[src/logic/jtag_idscan_consts.vh]
`ifndef JTAG_IDSCAN_CONSTS_VH
`define JTAG_IDSCAN_CONSTS_VH

// ----------------------------------------
// Instruction register layout and codes
// ----------------------------------------
`define IR_WIDTH 4
`define IR_CAPTURE_VALUE 4'h1
`define INSTR_IDCODE 4'h1
`define INSTR_BYPASS 4'hf

// ----------------------------------------
// Identification register
// ----------------------------------------
`define ID_WIDTH 32
// Arbitrary neutral value, bit 0 set as the scan standard expects
`define ID_VALUE 32'h0000_0001

// ----------------------------------------
// Test access port states, one-hot
// ----------------------------------------
`define TAP_STATES 16
`define ST_RESET 16'h0001
`define ST_IDLE 16'h0002
`define ST_SEL_DR 16'h0004
`define ST_CAP_DR 16'h0008
`define ST_SHIFT_DR 16'h0010
`define ST_EXIT1_DR 16'h0020
`define ST_PAUSE_DR 16'h0040
`define ST_EXIT2_DR 16'h0080
`define ST_UPD_DR 16'h0100
`define ST_SEL_IR 16'h0200
`define ST_CAP_IR 16'h0400
`define ST_SHIFT_IR 16'h0800
`define ST_EXIT1_IR 16'h1000
`define ST_PAUSE_IR 16'h2000
`define ST_EXIT2_IR 16'h4000
`define ST_UPD_IR 16'h8000

`endif

[src/logic/jtag_idscan_port.v]
`timescale 1ns/1ps
`default_nettype none
`include "jtag_idscan_consts.vh"

module jtag_idscan_port
(
    input wire mclk_in,
    input wire reset_in,
    input wire tck_in,
    input wire tms_in,
    input wire tdi_in,
    output reg tdo_out,
    output reg tdo_oe_out,
    output reg id_selected_out,
    output reg [`IR_WIDTH-1:0] instr_out,
    output reg [`TAP_STATES-1:0] tap_state_out
);

    // ----------------------------------------
    // State codes
    // ----------------------------------------
    localparam [15:0] S_RESET = `ST_RESET;
    localparam [15:0] S_IDLE = `ST_IDLE;
    localparam [15:0] S_SEL_DR = `ST_SEL_DR;
    localparam [15:0] S_CAP_DR = `ST_CAP_DR;
    localparam [15:0] S_SHIFT_DR = `ST_SHIFT_DR;
    localparam [15:0] S_EXIT1_DR = `ST_EXIT1_DR;
    localparam [15:0] S_PAUSE_DR = `ST_PAUSE_DR;
    localparam [15:0] S_EXIT2_DR = `ST_EXIT2_DR;
    localparam [15:0] S_UPD_DR = `ST_UPD_DR;
    localparam [15:0] S_SEL_IR = `ST_SEL_IR;
    localparam [15:0] S_CAP_IR = `ST_CAP_IR;
    localparam [15:0] S_SHIFT_IR = `ST_SHIFT_IR;
    localparam [15:0] S_EXIT1_IR = `ST_EXIT1_IR;
    localparam [15:0] S_PAUSE_IR = `ST_PAUSE_IR;
    localparam [15:0] S_EXIT2_IR = `ST_EXIT2_IR;
    localparam [15:0] S_UPD_IR = `ST_UPD_IR;

    // ----------------------------------------
    // Pin synchronisers and test clock edges
    // ----------------------------------------
    wire tck_s;
    wire tms_s;
    wire tdi_s;
    reg tck_d;
    wire tck_rise;
    wire tck_fall;

    sync_two_flop u_sync_tck
    (
        .mclk_in(mclk_in),
        .reset_in(reset_in),
        .async_in(tck_in),
        .sync_out(tck_s)
    );

    sync_two_flop u_sync_tms
    (
        .mclk_in(mclk_in),
        .reset_in(reset_in),
        .async_in(tms_in),
        .sync_out(tms_s)
    );

    sync_two_flop u_sync_tdi
    (
        .mclk_in(mclk_in),
        .reset_in(reset_in),
        .async_in(tdi_in),
        .sync_out(tdi_s)
    );

    // Same delay on all three pins keeps mode and data aligned to the clock edge
    always @(posedge mclk_in or posedge reset_in)
    begin
        if (reset_in)
            tck_d <= 1'b0;
        else
            tck_d <= tck_s;
    end

    assign tck_rise = tck_s & ~tck_d;
    assign tck_fall = ~tck_s & tck_d;

    // ----------------------------------------
    // Port state machine
    // ----------------------------------------
    reg [15:0] state;
    reg [15:0] next_state;

    // Standard transition graph steered by the mode pin
    always @*
    begin
        case (state)
            S_RESET: next_state = tms_s ? S_RESET : S_IDLE;
            S_IDLE: next_state = tms_s ? S_SEL_DR : S_IDLE;
            S_SEL_DR: next_state = tms_s ? S_SEL_IR : S_CAP_DR;
            S_CAP_DR: next_state = tms_s ? S_EXIT1_DR : S_SHIFT_DR;
            S_SHIFT_DR: next_state = tms_s ? S_EXIT1_DR : S_SHIFT_DR;
            S_EXIT1_DR: next_state = tms_s ? S_UPD_DR : S_PAUSE_DR;
            S_PAUSE_DR: next_state = tms_s ? S_EXIT2_DR : S_PAUSE_DR;
            S_EXIT2_DR: next_state = tms_s ? S_UPD_DR : S_SHIFT_DR;
            S_UPD_DR: next_state = tms_s ? S_SEL_DR : S_IDLE;
            S_SEL_IR: next_state = tms_s ? S_RESET : S_CAP_IR;
            S_CAP_IR: next_state = tms_s ? S_EXIT1_IR : S_SHIFT_IR;
            S_SHIFT_IR: next_state = tms_s ? S_EXIT1_IR : S_SHIFT_IR;
            S_EXIT1_IR: next_state = tms_s ? S_UPD_IR : S_PAUSE_IR;
            S_PAUSE_IR: next_state = tms_s ? S_EXIT2_IR : S_PAUSE_IR;
            S_EXIT2_IR: next_state = tms_s ? S_UPD_IR : S_SHIFT_IR;
            S_UPD_IR: next_state = tms_s ? S_SEL_DR : S_IDLE;
            default: next_state = S_RESET;
        endcase
    end

    // State advances only on a test clock rising edge
    always @(posedge mclk_in or posedge reset_in)
    begin
        if (reset_in)
            state <= S_RESET;
        else if (tck_rise)
            state <= next_state;
    end

    // ----------------------------------------
    // Instruction register
    // ----------------------------------------
    reg [`IR_WIDTH-1:0] ir_shift;
    reg [`IR_WIDTH-1:0] ir;
    wire id_sel;

    // Only the identification code selects the identification register
    assign id_sel = (ir == `INSTR_IDCODE);

    // Capture and shift on rise, update and default load on fall
    always @(posedge mclk_in or posedge reset_in)
    begin
        if (reset_in)
        begin
            ir_shift <= `IR_CAPTURE_VALUE;
            ir <= `INSTR_IDCODE;
        end
        else if (tck_rise)
        begin
            if (state == S_CAP_IR)
                ir_shift <= `IR_CAPTURE_VALUE;
            else if (state == S_SHIFT_IR)
                ir_shift <= {tdi_s, ir_shift[`IR_WIDTH-1:1]};
        end
        else if (tck_fall)
        begin
            if (state == S_RESET)
                ir <= `INSTR_IDCODE;
            else if (state == S_UPD_IR)
                ir <= ir_shift;
        end
    end

    // ----------------------------------------
    // Data registers
    // ----------------------------------------
    reg [`ID_WIDTH-1:0] id_shift;
    reg bypass_bit;

    // The identification path keeps the defect: a one enters instead of the
    // input pin, so everything clocked through it from upstream turns to ones
    // and whatever reaches downstream members before their update is ones too.
    // Bypass and every unknown instruction use the single bypass stage.
    always @(posedge mclk_in or posedge reset_in)
    begin
        if (reset_in)
        begin
            id_shift <= `ID_VALUE;
            bypass_bit <= 1'b0;
        end
        else if (tck_rise)
        begin
            if (state == S_CAP_DR)
            begin
                id_shift <= `ID_VALUE;
                bypass_bit <= 1'b0;
            end
            else if (state == S_SHIFT_DR)
            begin
                if (id_sel)
                    id_shift <= {1'b1, id_shift[`ID_WIDTH-1:1]};
                else
                    bypass_bit <= tdi_s;
            end
        end
    end

    // ----------------------------------------
    // Serial output
    // ----------------------------------------
    // Output changes on the falling edge so the next stage samples it stably
    always @(posedge mclk_in or posedge reset_in)
    begin
        if (reset_in)
        begin
            tdo_out <= 1'b0;
            tdo_oe_out <= 1'b0;
        end
        else if (tck_fall)
        begin
            if (state == S_SHIFT_DR)
            begin
                tdo_oe_out <= 1'b1;
                tdo_out <= id_sel ? id_shift[0] : bypass_bit;
            end
            else if (state == S_SHIFT_IR)
            begin
                tdo_oe_out <= 1'b1;
                tdo_out <= ir_shift[0];
            end
            else
            begin
                tdo_oe_out <= 1'b0;
                tdo_out <= 1'b0;
            end
        end
    end

    // ----------------------------------------
    // Status outputs
    // ----------------------------------------
    // Registered copies for observation; a test controller keeps downstream
    // members idle while the identification register is selected
    always @(posedge mclk_in or posedge reset_in)
    begin
        if (reset_in)
        begin
            id_selected_out <= 1'b1;
            instr_out <= `INSTR_IDCODE;
            tap_state_out <= S_RESET;
        end
        else
        begin
            id_selected_out <= id_sel;
            instr_out <= ir;
            tap_state_out <= state;
        end
    end

endmodule // jtag_idscan_port

`default_nettype wire

[src/logic/sync_two_flop.v]
`timescale 1ns/1ps
`default_nettype none

// ----------------------------------------
// Two-flop synchroniser for one pin
// ----------------------------------------
module sync_two_flop
(
    input wire mclk_in,
    input wire reset_in,
    input wire async_in,
    output reg sync_out
);

    reg meta;

    // First flop feeds only the second
    always @(posedge mclk_in or posedge reset_in)
    begin
        if (reset_in)
        begin
            meta <= 1'b0;
            sync_out <= 1'b0;
        end
        else
        begin
            meta <= async_in;
            sync_out <= meta;
        end
    end

endmodule // sync_two_flop

`default_nettype wire

[config.mk]
export PLATFORM = sky130hd
export DESIGN_NAME = jtag_idscan_port
export DESIGN_NICKNAME = d
export VERILOG_FILES = /design/src/logic/jtag_idscan_port.v /design/src/logic/sync_two_flop.v
export VERILOG_INCLUDE_DIRS = /design/src /design/src/logic
export SDC_FILE = /design/constraint.sdc
export NUM_CORES = 1
export LEC_CHECK = 0
export BUFFER_PORTS_ARGS = -buffer_cell sky130_fd_sc_hd__buf_2
export CORE_UTILIZATION = 53
export CTS_BUF_LIST = sky130_fd_sc_hd__clkbuf_4 sky130_fd_sc_hd__clkbuf_8 sky130_fd_sc_hd__clkbuf_16
export CTS_CLUSTER_SIZE = 20
export DETAILED_ROUTE_END_ITERATION = 8
export MAX_ROUTING_LAYER = met4
export PLACE_DENSITY = 0.87
export SLEW_MARGIN = 25
export SYNTH_ARGS = -nofsm -noshare
export SYNTH_HDL_FRONTEND = slang
export SYNTH_SLANG_ARGS = --single-unit
[constraint.sdc]
create_clock -name mclk_in -period 2.8 [get_ports mclk_in]
set_input_delay 0.56 -clock mclk_in [delete_from_list [all_inputs] [get_ports mclk_in]]
set_output_delay 0.56 -clock mclk_in [all_outputs]
set_load 0.1 [all_outputs]
**Word level (Yosys, flattened, before mapping)**

Cells that the tools add are included.

- Input port bits: 5
- Register bits after elaboration: 87
- Output and inout port bits: 23
- Word-level logic and storage cells: 79

- Eq/ne operators: 18
- Reductions and logical operators: 11
- Bitwise gates (word level): 5
- Multiplexer cells: 28

Operator list:

| operator | count |
|---|---|
| $pmux 16 s12 | 1 |
| $mux 32 | 3 |
| $mux 16 | 2 |
| $mux 9 | 2 |
| $eq 16x1->1 const B | 1 |
| $eq 16x10->1 const B | 1 |
| $eq 16x11->1 const B | 1 |
| $eq 16x12->1 const B | 1 |
| $eq 16x13->1 const B | 1 |
| $eq 16x14->1 const B | 1 |
| $eq 16x15->1 const B | 1 |
| $eq 16x16->1 const B | 1 |
| $eq 16x2->1 const B | 1 |
| $eq 16x3->1 const B | 1 |
| $eq 16x4->1 const B | 1 |
| $eq 16x5->1 const B | 1 |
| $eq 16x6->1 const B | 1 |
| $eq 16x7->1 const B | 1 |
| $eq 16x8->1 const B | 1 |
| $eq 16x9->1 const B | 1 |
| $mux 4 | 4 |
| $mux 15 | 1 |
| $mux 13 | 1 |
| $mux 11 | 1 |
| 15 further kinds | 31 |

**Logic depth before layout (Yosys ltp)**

Gate-level depths: netlist (run 1).

- Depth after elaboration: 4
- Depth in mapped cells: 9

**Modules after synthesis**

From an unflattened synthesis (run 1), not the netlist that was laid out.

- Cells, all modules: 294
- Area, all modules: 3606.0 µm²

By module, submodules not included:

| module | area an instance (µm²) | cells an instance | times used |
|---|---|---|---|
| jtag_idscan_port | 3444.6 | 285 | 1 |
| sync_two_flop | 53.8 | 3 | 3 |

**Worst setup path after synthesis (run 1)**

No wires, ideal clock.

- Path type: reg-to-reg
- Start point: register state[12]
- End point: register id_shift[10]
- Data required time: 2679 ps
- Buffers on the path: 3
- Stages on the path, launching flop included: 10
- Clock period less this slack: 2008 ps
- Library setup time: 121 ps
- Data arrival time: 1887 ps
- Path slack: 792 ps
- Path through: dfrtp_1 buf_4 nor4_4 nand2_1 nor2_2 nand2_2 or2_1 buf_6 buf_6 a22o_1

- Word-level cells in the longest chain between the ends: 3
- Elaborated cells between the ends (all ways): 6
- Those cells by class: eq/ne: 2; mux: 1; reduce/logical: 3

RTL lines:

| item | RTL line | RTL |
|---|---|---|
| start: declaration | jtag_idscan_port.v:88 | `reg [15:0] state;` |
| start signal: assignment | jtag_idscan_port.v:121 | `state <= next_state;` |
| $eq 16x4->1 or $eq 16x5->1 (tied branches) | jtag_idscan_port.v:177, jtag_idscan_port.v:182 |  |
| $reduce_bool 2->1 (no line) | -- |  |
| $reduce_and 3->1 (no line) | -- |  |
| end signal: assignment | jtag_idscan_port.v:172 | `` id_shift <= `ID_VALUE; `` |
| end signal: assignment | jtag_idscan_port.v:179 | `` id_shift <= `ID_VALUE; `` |
| end signal: assignment | jtag_idscan_port.v:185 | `` id_shift <= {1'b1, id_shift[`ID_WIDTH-1:1]}; `` |
| end: declaration | jtag_idscan_port.v:161 | `` reg [`ID_WIDTH-1:0] id_shift; `` |

Several ways; a longest one is shown, not always the timed one.
A chain may end at the register's enable or synchronous reset.

**Final worst setup path (run 1)**

- Start point: register state[1]
- End point: register id_shift[29]

Same word-level chain as after synthesis.

==> out/metrics.csv, run 1 <==
stage;metric;value;unit
layout;fin cells;396;
layout;final core occ;60.67;%
timing;Final min period;2251;ps
layout;ant diodes;0;
route;First-pass DRT Iterations;4;
die;Initial Util;54.88;%
run;max cap viols;0;
power_and_ir_drop;Leakage;1.817;nW
setup_path;path depth of the worst reg2reg path;7;
timing;final setup fails;0;
yosys;Mapped Avg Cell Area;12.18;um2
power_and_ir_drop;Power Density;708.8;mW/mm2
timing;Final Hold Fails;0;
timing;Final Max Slew Viols;0;
hold_path;Hold Path Class;in2async;
route;vias per inst;5.886;
setup_path;WP data arrival;2510;ps
global_route;Remaining Overflow, GRT;0;
place;pre-CTS WS;591.8;ps
setup_path;critical path data required time;3060;ps
layout;P&R area growth vs syn;10.56;%
cts;Clock Pin Slew Worst Setup and Hold Paths;90;ps
route;Initial DRC Count;154;
layout;Layout Nets;319;
yosys;Synth top area share;57.45;%
place;routability cong.;0.9372;
yosys;largest area contributor in the netlist;dfrtp_1;
route;Routed WL;6.302;mm
timing;Slew @ Worst Pin;691.2;ps
timing;final setup margin;548.5;ps
cts;H-tree levels;3;
setup_path;Reg-to-Reg Start;state[1]$_DFFE_PP0P_;
place;post-detail-place hpwl;4.175;mm
yosys;post-synthesis sequential area ratio;62.73;%
layout;most frequent cells in the layout;80 x dfrtp_1, 38 x nand2_1, 34 x a22o_1;
route;residual DRC count;0;
yosys;mapped cell area;0.003485;mm2
die;total core area;0.006350;mm2
power_and_ir_drop;VDD IR max;0.5729;mV
timing;RSZ-0062 raised after global routing;no;
cts;Max Root-Sink Buffers;2;
timing;clk_skew;7.532;ps
die;die area;0.006903;mm2
place;IO buf count;27;
global_route;Total Routing Usage GR;21.16;%
timing;Fin Hold WS;265.6;ps
die;row count;29;
power_and_ir_drop;total power;2.730;mW
setup_path;slack of the worst reg-to-reg path;550;ps
global_route;pin count of the biggest net entering global routing;47;
die;I/O pin count;28;
layout;most common cell after layout, fill and taps aside;dfrtp_1;
yosys;Gate Count Post-Synth;286;
timing;fin crit share;80.41;%
timing;Final TNS setup;0;ps
place;Placed Cells;380;
yosys;unique cell type count in the Yosys netlist;43;
cts;Post CTS Setup Buffer Count;0;
cts;CTS root buffer;clkbuf_8;
cts;post-cts resize count;0;
yosys;yosys warns;0;
outcome;status;finished, final reports clean;
die;DIE HEIGHT;83.09;um
setup_path;critical path class;reg2reg;
setup_path;CP max FO;32;
route;Antenna Violating Nets Remaining;0;
timing;Fmax;444.2;MHz
cts;hold_buf cts;0;
global_route;number of global-route vias before repair;2319;
cts;worst skew pair latency;370;ps
route;drt wl/cell;15.91;um
cts;Num CTS Buffers;9;
setup_path;reg2reg end;id_shift[29]$_DFFE_PP0P_;
route;detailed-route via count;2331;
yosys;post-synthesis net count;291;
die;Die Width;83.09;um
setup_path;Startpoint Class;flip-flop;
timing;Worst slew margin;53.87;%
global_route;first-pass GRT wire length;11.07;mm
yosys;synth top area cells;dfrtp_1 57%, a22o_1 8.5%, dfstp_2 5.3%;
layout;design area;0.003852;mm2
place;placed instance area;0.003670;mm2
global_route;initial antenna violation count;0;
yosys;post-synthesis register bit count;87;
cts;CTS sink cnt;87;
setup_path;Worst setup EP type;flip-flop;
layout;layout cells sized above 1;22.57;%
cts;CTS tree;done;
sequential cells by signal, summed over array words and instances, names as in the netlist, 4 cells and up:
signal,cells
ir,4
id_shift,32
instr_out,4
ir_shift,4
state,16
tap_state_out,16
worst max-delay path, cell delays in order, from the launching register on:
cell and delay (ps):
dfrtp_1 470, nor4b_1 580, a22oi_2 130, nor2_2 190
nand2_2 100, or2_1 220, buf_4 230, a22o_1 220
layer usage:
layer / share of wire [%] / track usage, %
met1: 44 / 27.76
met2: 48 / 31.22
met3: 5.6 / 4.970
met4: 1.8 / 10.34
met5: 0 / -
logic make-up after synthesis:
family,Yosys count,synth area share (%)
flip-flops,87,62.73
XOR/XNOR,4,1.005
AND/OR/NAND/NOR,95,16.19
multiplexers,1,0.3231
AO/OA/AOI/OAI,78,16.01
buffers and inverters,21,3.734
how the worst max path moves through the flow:
stage / start / to
3_3_place_gp: state[1]$_DFFE_PP0P_ / id_shift[3]$_DFFE_PP0P_
6_report: state[1]$_DFFE_PP0P_ / id_shift[29]$_DFFE_PP0P_
2_1_floorplan: reset_in / bypass_bit$_DFFE_PP0P_
5_1_grt: state[6]$_DFFE_PP0P_ / ir_shift[2]$_DFFE_PP0P_
4_1_cts: state[1]$_DFFE_PP0P_ / id_shift[29]$_DFFE_PP0P_
3_5_place_dp: state[1]$_DFFE_PP0P_ / id_shift[5]$_DFFE_PP0P_
report_power, final:
group | internal [mW] | switching [mW] | leakage (nW)
combinational | 0.138 | 0.388 | 0.551
sequential | 1.33 | 0.0489 | 1.17
clock | 0.339 | 0.481 | 0.0929
final cells by class:
cell class	count	area, um2
fillers	487	2497
well taps	77	96.34
inverters	4	16.27
multi-input cells	178	1171
clock inverters	7	58.81
flip-flops and latches	87	2186
repair buffers	34	200.2
clock buffers	9	123.9
synthesized netlist by cell type:
cell type and number:
and4b_1 1, buf_6 5, buf_4 2, nand2_2 2
o21ai_0 25, nor2_1 16, nand2_1 38, nand3_1 3
or4b_2 1, a21o_1 2, o31ai_1 2, clkbuf_1 5
or2_1 1, and3_2 1, a211oi_1 1, nand4b_1 5
a22o_1 34, and3_1 1, nor2b_1 3, a22oi_2 1
a32oi_1 1, a22oi_1 2, inv_1 4, dfstp_2 7
a31oi_1 1, buf_2 5, or4_1 2, nand2b_1 3
a21oi_1 6, nor4b_1 5, a2111oi_0 1, o41ai_1 1
nand3b_1 2, nor2_2 1, nor4b_2 1, nor3b_1 1
nor4_4 4, mux2_2 1, or2_2 1, xnor2_1 4
dfrtp_1 80, nand4_1 3, o21bai_1 1
No activity file was read; power rests on OpenSTA's default activity.
==> run 2: changes to the inputs <==
- clock period: 2.8 -> 2.05 ns (I/O delays scaled with it)
==> run 2 against run 1 <==
Sequential power increased by 37%; via count increased by 6.9%; worst setup slack got worse by 590 ps; register-to-register slack got worse by 590 ps; final cell count increased by 7.1%; critical endpoint is now tdo_out$_DFFE_PP0P_; clock-buffer cell count increased by 1; clock power increased by 80%; wire length increased by 19%; the run now ends with setup timing left; maximum frequency increased by 7.6%; clock skew increased by 8.1 ps; sequential cell count unchanged; non-clock buffer count increased by 28.
==> out/metrics.csv, run 2 (synthesized netlist as in run 1, its figures left out) <==
stage;metric;value;unit;change
global_route;pin count of the biggest net entering global routing;57;;+21%
route;residual DRC count;0;;unchanged
timing;Final min period;2092;ps;-159.3 ps
layout;most common cell after layout, fill and taps aside;dfrtp_1;;
timing;final setup margin;-42.17;ps;-590.7 ps
global_route;first-pass GRT wire length;12.01;mm;+8.5%
die;die area;0.006903;mm2;unchanged
timing;Fmax;478.0;MHz;+7.6%
setup_path;Startpoint Class;flip-flop;;
place;pre-CTS WS;-44.99;ps;-636.8 ps
run;max cap viols;0;;unchanged
cts;H-tree levels;3;;unchanged
route;Initial DRC Count;268;;+74%
power_and_ir_drop;Sw Share;30.63;%;-3.0 points
timing;fin crit share;102.1;%;+22 points
global_route;Total Routing Usage GR;22.99;%;+1.8 points
power_and_ir_drop;Clock power frac;35.6;%;+5.6 points
die;total core area;0.006350;mm2;unchanged
cts;worst skew pair latency;370;ps;about the same
setup_path;Max stage delay cell, worst path;dfrtp_1;;
cts;CTS sink cnt;87;;unchanged
power_and_ir_drop;P_int;2.877;mW;+59%
cts;CTS root buffer;clkbuf_8;;
layout;ant diodes;0;;unchanged
cts;Max Root-Sink Buffers;2;;unchanged
timing;Slew @ Worst Pin;543.0;ps;-148.2 ps
die;Die Width;83.09;um;unchanged
layout;design area;0.004212;mm2;+9.3%
power_and_ir_drop;Comb power frac;18.8;%;-0.5 points
timing;Final Max Slew Viols;0;;unchanged
power_and_ir_drop;Power Density;984.8;mW/mm2;+39%
timing;Fin Hold WS;111.3;ps;-154.3 ps
layout;final core occ;66.33;%;+5.7 points
global_route;initial antenna violation count;0;;unchanged
setup_path;critical path data required time;2320;ps;-740 ps
setup_path;Top delay family on crit path;simple AND/OR/NAND/NOR gates;;
route;detailed-route via count;2493;;+6.9%
place;post-detail-place hpwl;4.711;mm;+13%
global_route;Remaining Overflow, GRT;0;;unchanged
power_and_ir_drop;VDD IR max;0.6524;mV;+14%
route;First-pass DRT Iterations;4;;unchanged
setup_path;WP buf/inv;2;;+1
die;I/O pin count;28;;unchanged
layout;Largest Register;id_shift;;
power_and_ir_drop;Flop pwr share;45.6;%;-5.1 points
route;Routed WL;7.513;mm;+19%
setup_path;Worst setup EP type;flip-flop;;
place;IO buf count;27;;unchanged
setup_path;most used cell, CP;buf_4;;
cts;CTS tree;done;;
hold_path;Hold Path Class;in2async;;
cts;Num CTS Buffers;9;;unchanged
outcome;status;finished, violations left;;
outcome;failing checks;setup timing;;
layout;P&R area growth vs syn;20.86;%;
route;Antenna Violating Nets Remaining;0;;unchanged
setup_path;slack of the worst reg-to-reg path;-40;ps;-590 ps
timing;RSZ-0062 raised after global routing;yes;;
power_and_ir_drop;Leakage;2.010;nW;+11%
layout;Layout Nets;347;;+8.8%
layout;max reg flops;32;;unchanged
global_route;number of global-route vias before repair;2407;;+3.8%
place;routability cong.;0.9537;;+1.8%
layout;Top Registers;id_shift: 32 flops, state: 16 flops, tap_state_out: 16 flops;;
setup_path;WP data arrival;2360;ps;-150 ps
setup_path;max incr delay on CP;410;ps;-170 ps
setup_path;CP cell instances;nor4_4 -> buf_4 -> buf_4 -> nand4_1 -> nor3b_1 -> a32oi_1 -> o21ai_0;;
power_and_ir_drop;Sw Pwr;1.271;mW;+38%
timing;clk_skew;15.64;ps;+8.107 ps
setup_path;CP max FO;4;;-88%
timing;Worst slew margin;63.72;%;+9.9 points
layout;layout cells sized above 1;30.55;%;+8.0 points
die;DIE HEIGHT;83.09;um;unchanged
die;row count;29;;unchanged
setup_path;critical path class;reg2reg;;
place;placed instance area;0.003870;mm2;+5.5%
layout;most frequent cells in the layout;78 x dfrtp_1, 38 x nand2_1, 34 x a22o_1;;
timing;final setup fails;1;;+1
timing;Final Hold Fails;0;;unchanged
route;drt wl/cell;17.72;um;+11%
route;vias per inst;5.880;;-0.11%
cts;Clock Pin Slew Worst Setup and Hold Paths;90;ps;about the same
die;Initial Util;54.88;%;unchanged
[run 2: changes by cell type in the layout (fill, tap and decap cells not counted), sizes merged]
cell / before / now
buf: 34 / 61
clkinv: 2 / 0
clkbuf: 9 / 11
bufinv: 0 / 3
inv: 8 / 6
[run 2: final cells by class]
cell class                      instances  area [um2]
Inverter                                4       18.77
Clock buffer                           10       131.4
Sequential cell                        87        2188
Clock inverter                          6       116.4
Multi-Input combinational cell        178        1204
Timing Repair Buffer                   62       456.7
Fill cell                             441        2138
Tap cell                               77       96.34
[run 2: stage by stage]
step	TNS (ps)	total power [mW]	instances
after detailed placement	-575.4	2.674	403
after CTS	0	4.129	419
after floorplan	0	2.483	286
after global routing	-211.2	4.288	424
final	-42.17	4.147	424
after global placement	-180.8	2.658	403
[run 2: path summary, 6_finish.rpt]
path / startpoint / endpoint / cells past startpoint
worst max-delay path: state[14]$_DFFE_PP0P_ / tdo_out$_DFFE_PP0P_ / 7
max in group asynchronous: reset_in / state[0]$_DFFE_PP1P_ / 3
worst max register to register: state[14]$_DFFE_PP0P_ / tdo_out$_DFFE_PP0P_ / 7
worst min register to register: u_sync_tms.meta$_DFF_PP0_ / u_sync_tms.sync_out$_DFF_PP0_ / 0
worst min-delay path: reset_in / state[8]$_DFFE_PP0P_ / 3
min in group mclk_in: tms_in / u_sync_tms.meta$_DFF_PP0_ / 1
[run 2: metal layers]
metal / routed length, um / part of all wire (%) / global-route usage [%]
met5: 0 / 0 / -
met2: 3655 / 49 / 33.08
met1: 3323 / 44 / 31.38
met3: 387 / 5.2 / 5.567
met4: 146 / 1.9 / 10.19
[run 2: power groups by stage]
| stage | clock, mW | sequential, mW | combinational [mW] |
|---|---|---|---|
| 3_5_place_dp | 0 | 1.92 | 0.752 |
| 5_1_grt | 1.56 | 1.91 | 0.825 |
| 4_1_cts | 1.48 | 1.89 | 0.754 |
| 2_1_floorplan | 0 | 2.20 | 0.285 |
| 6_report | 1.48 | 1.89 | 0.779 |
| 3_3_place_gp | 0 | 1.92 | 0.740 |
[run 2: worst register-to-register path, stage by stage, from the launching register on]
cell,delay [ps]
dfrtp_1,410
nor4_4,380
buf_4,200
buf_4,110
nand4_1,180
nor3b_1,400
a32oi_1,130
o21ai_0,210
[run 2: what timing repair did]
item,CTS,global route
resized for setup,2,11
buffers inserted,0,4
hold buffers,0,0
pin swaps,0,7
setup endpoints to repair,31,37
cloned,0,1
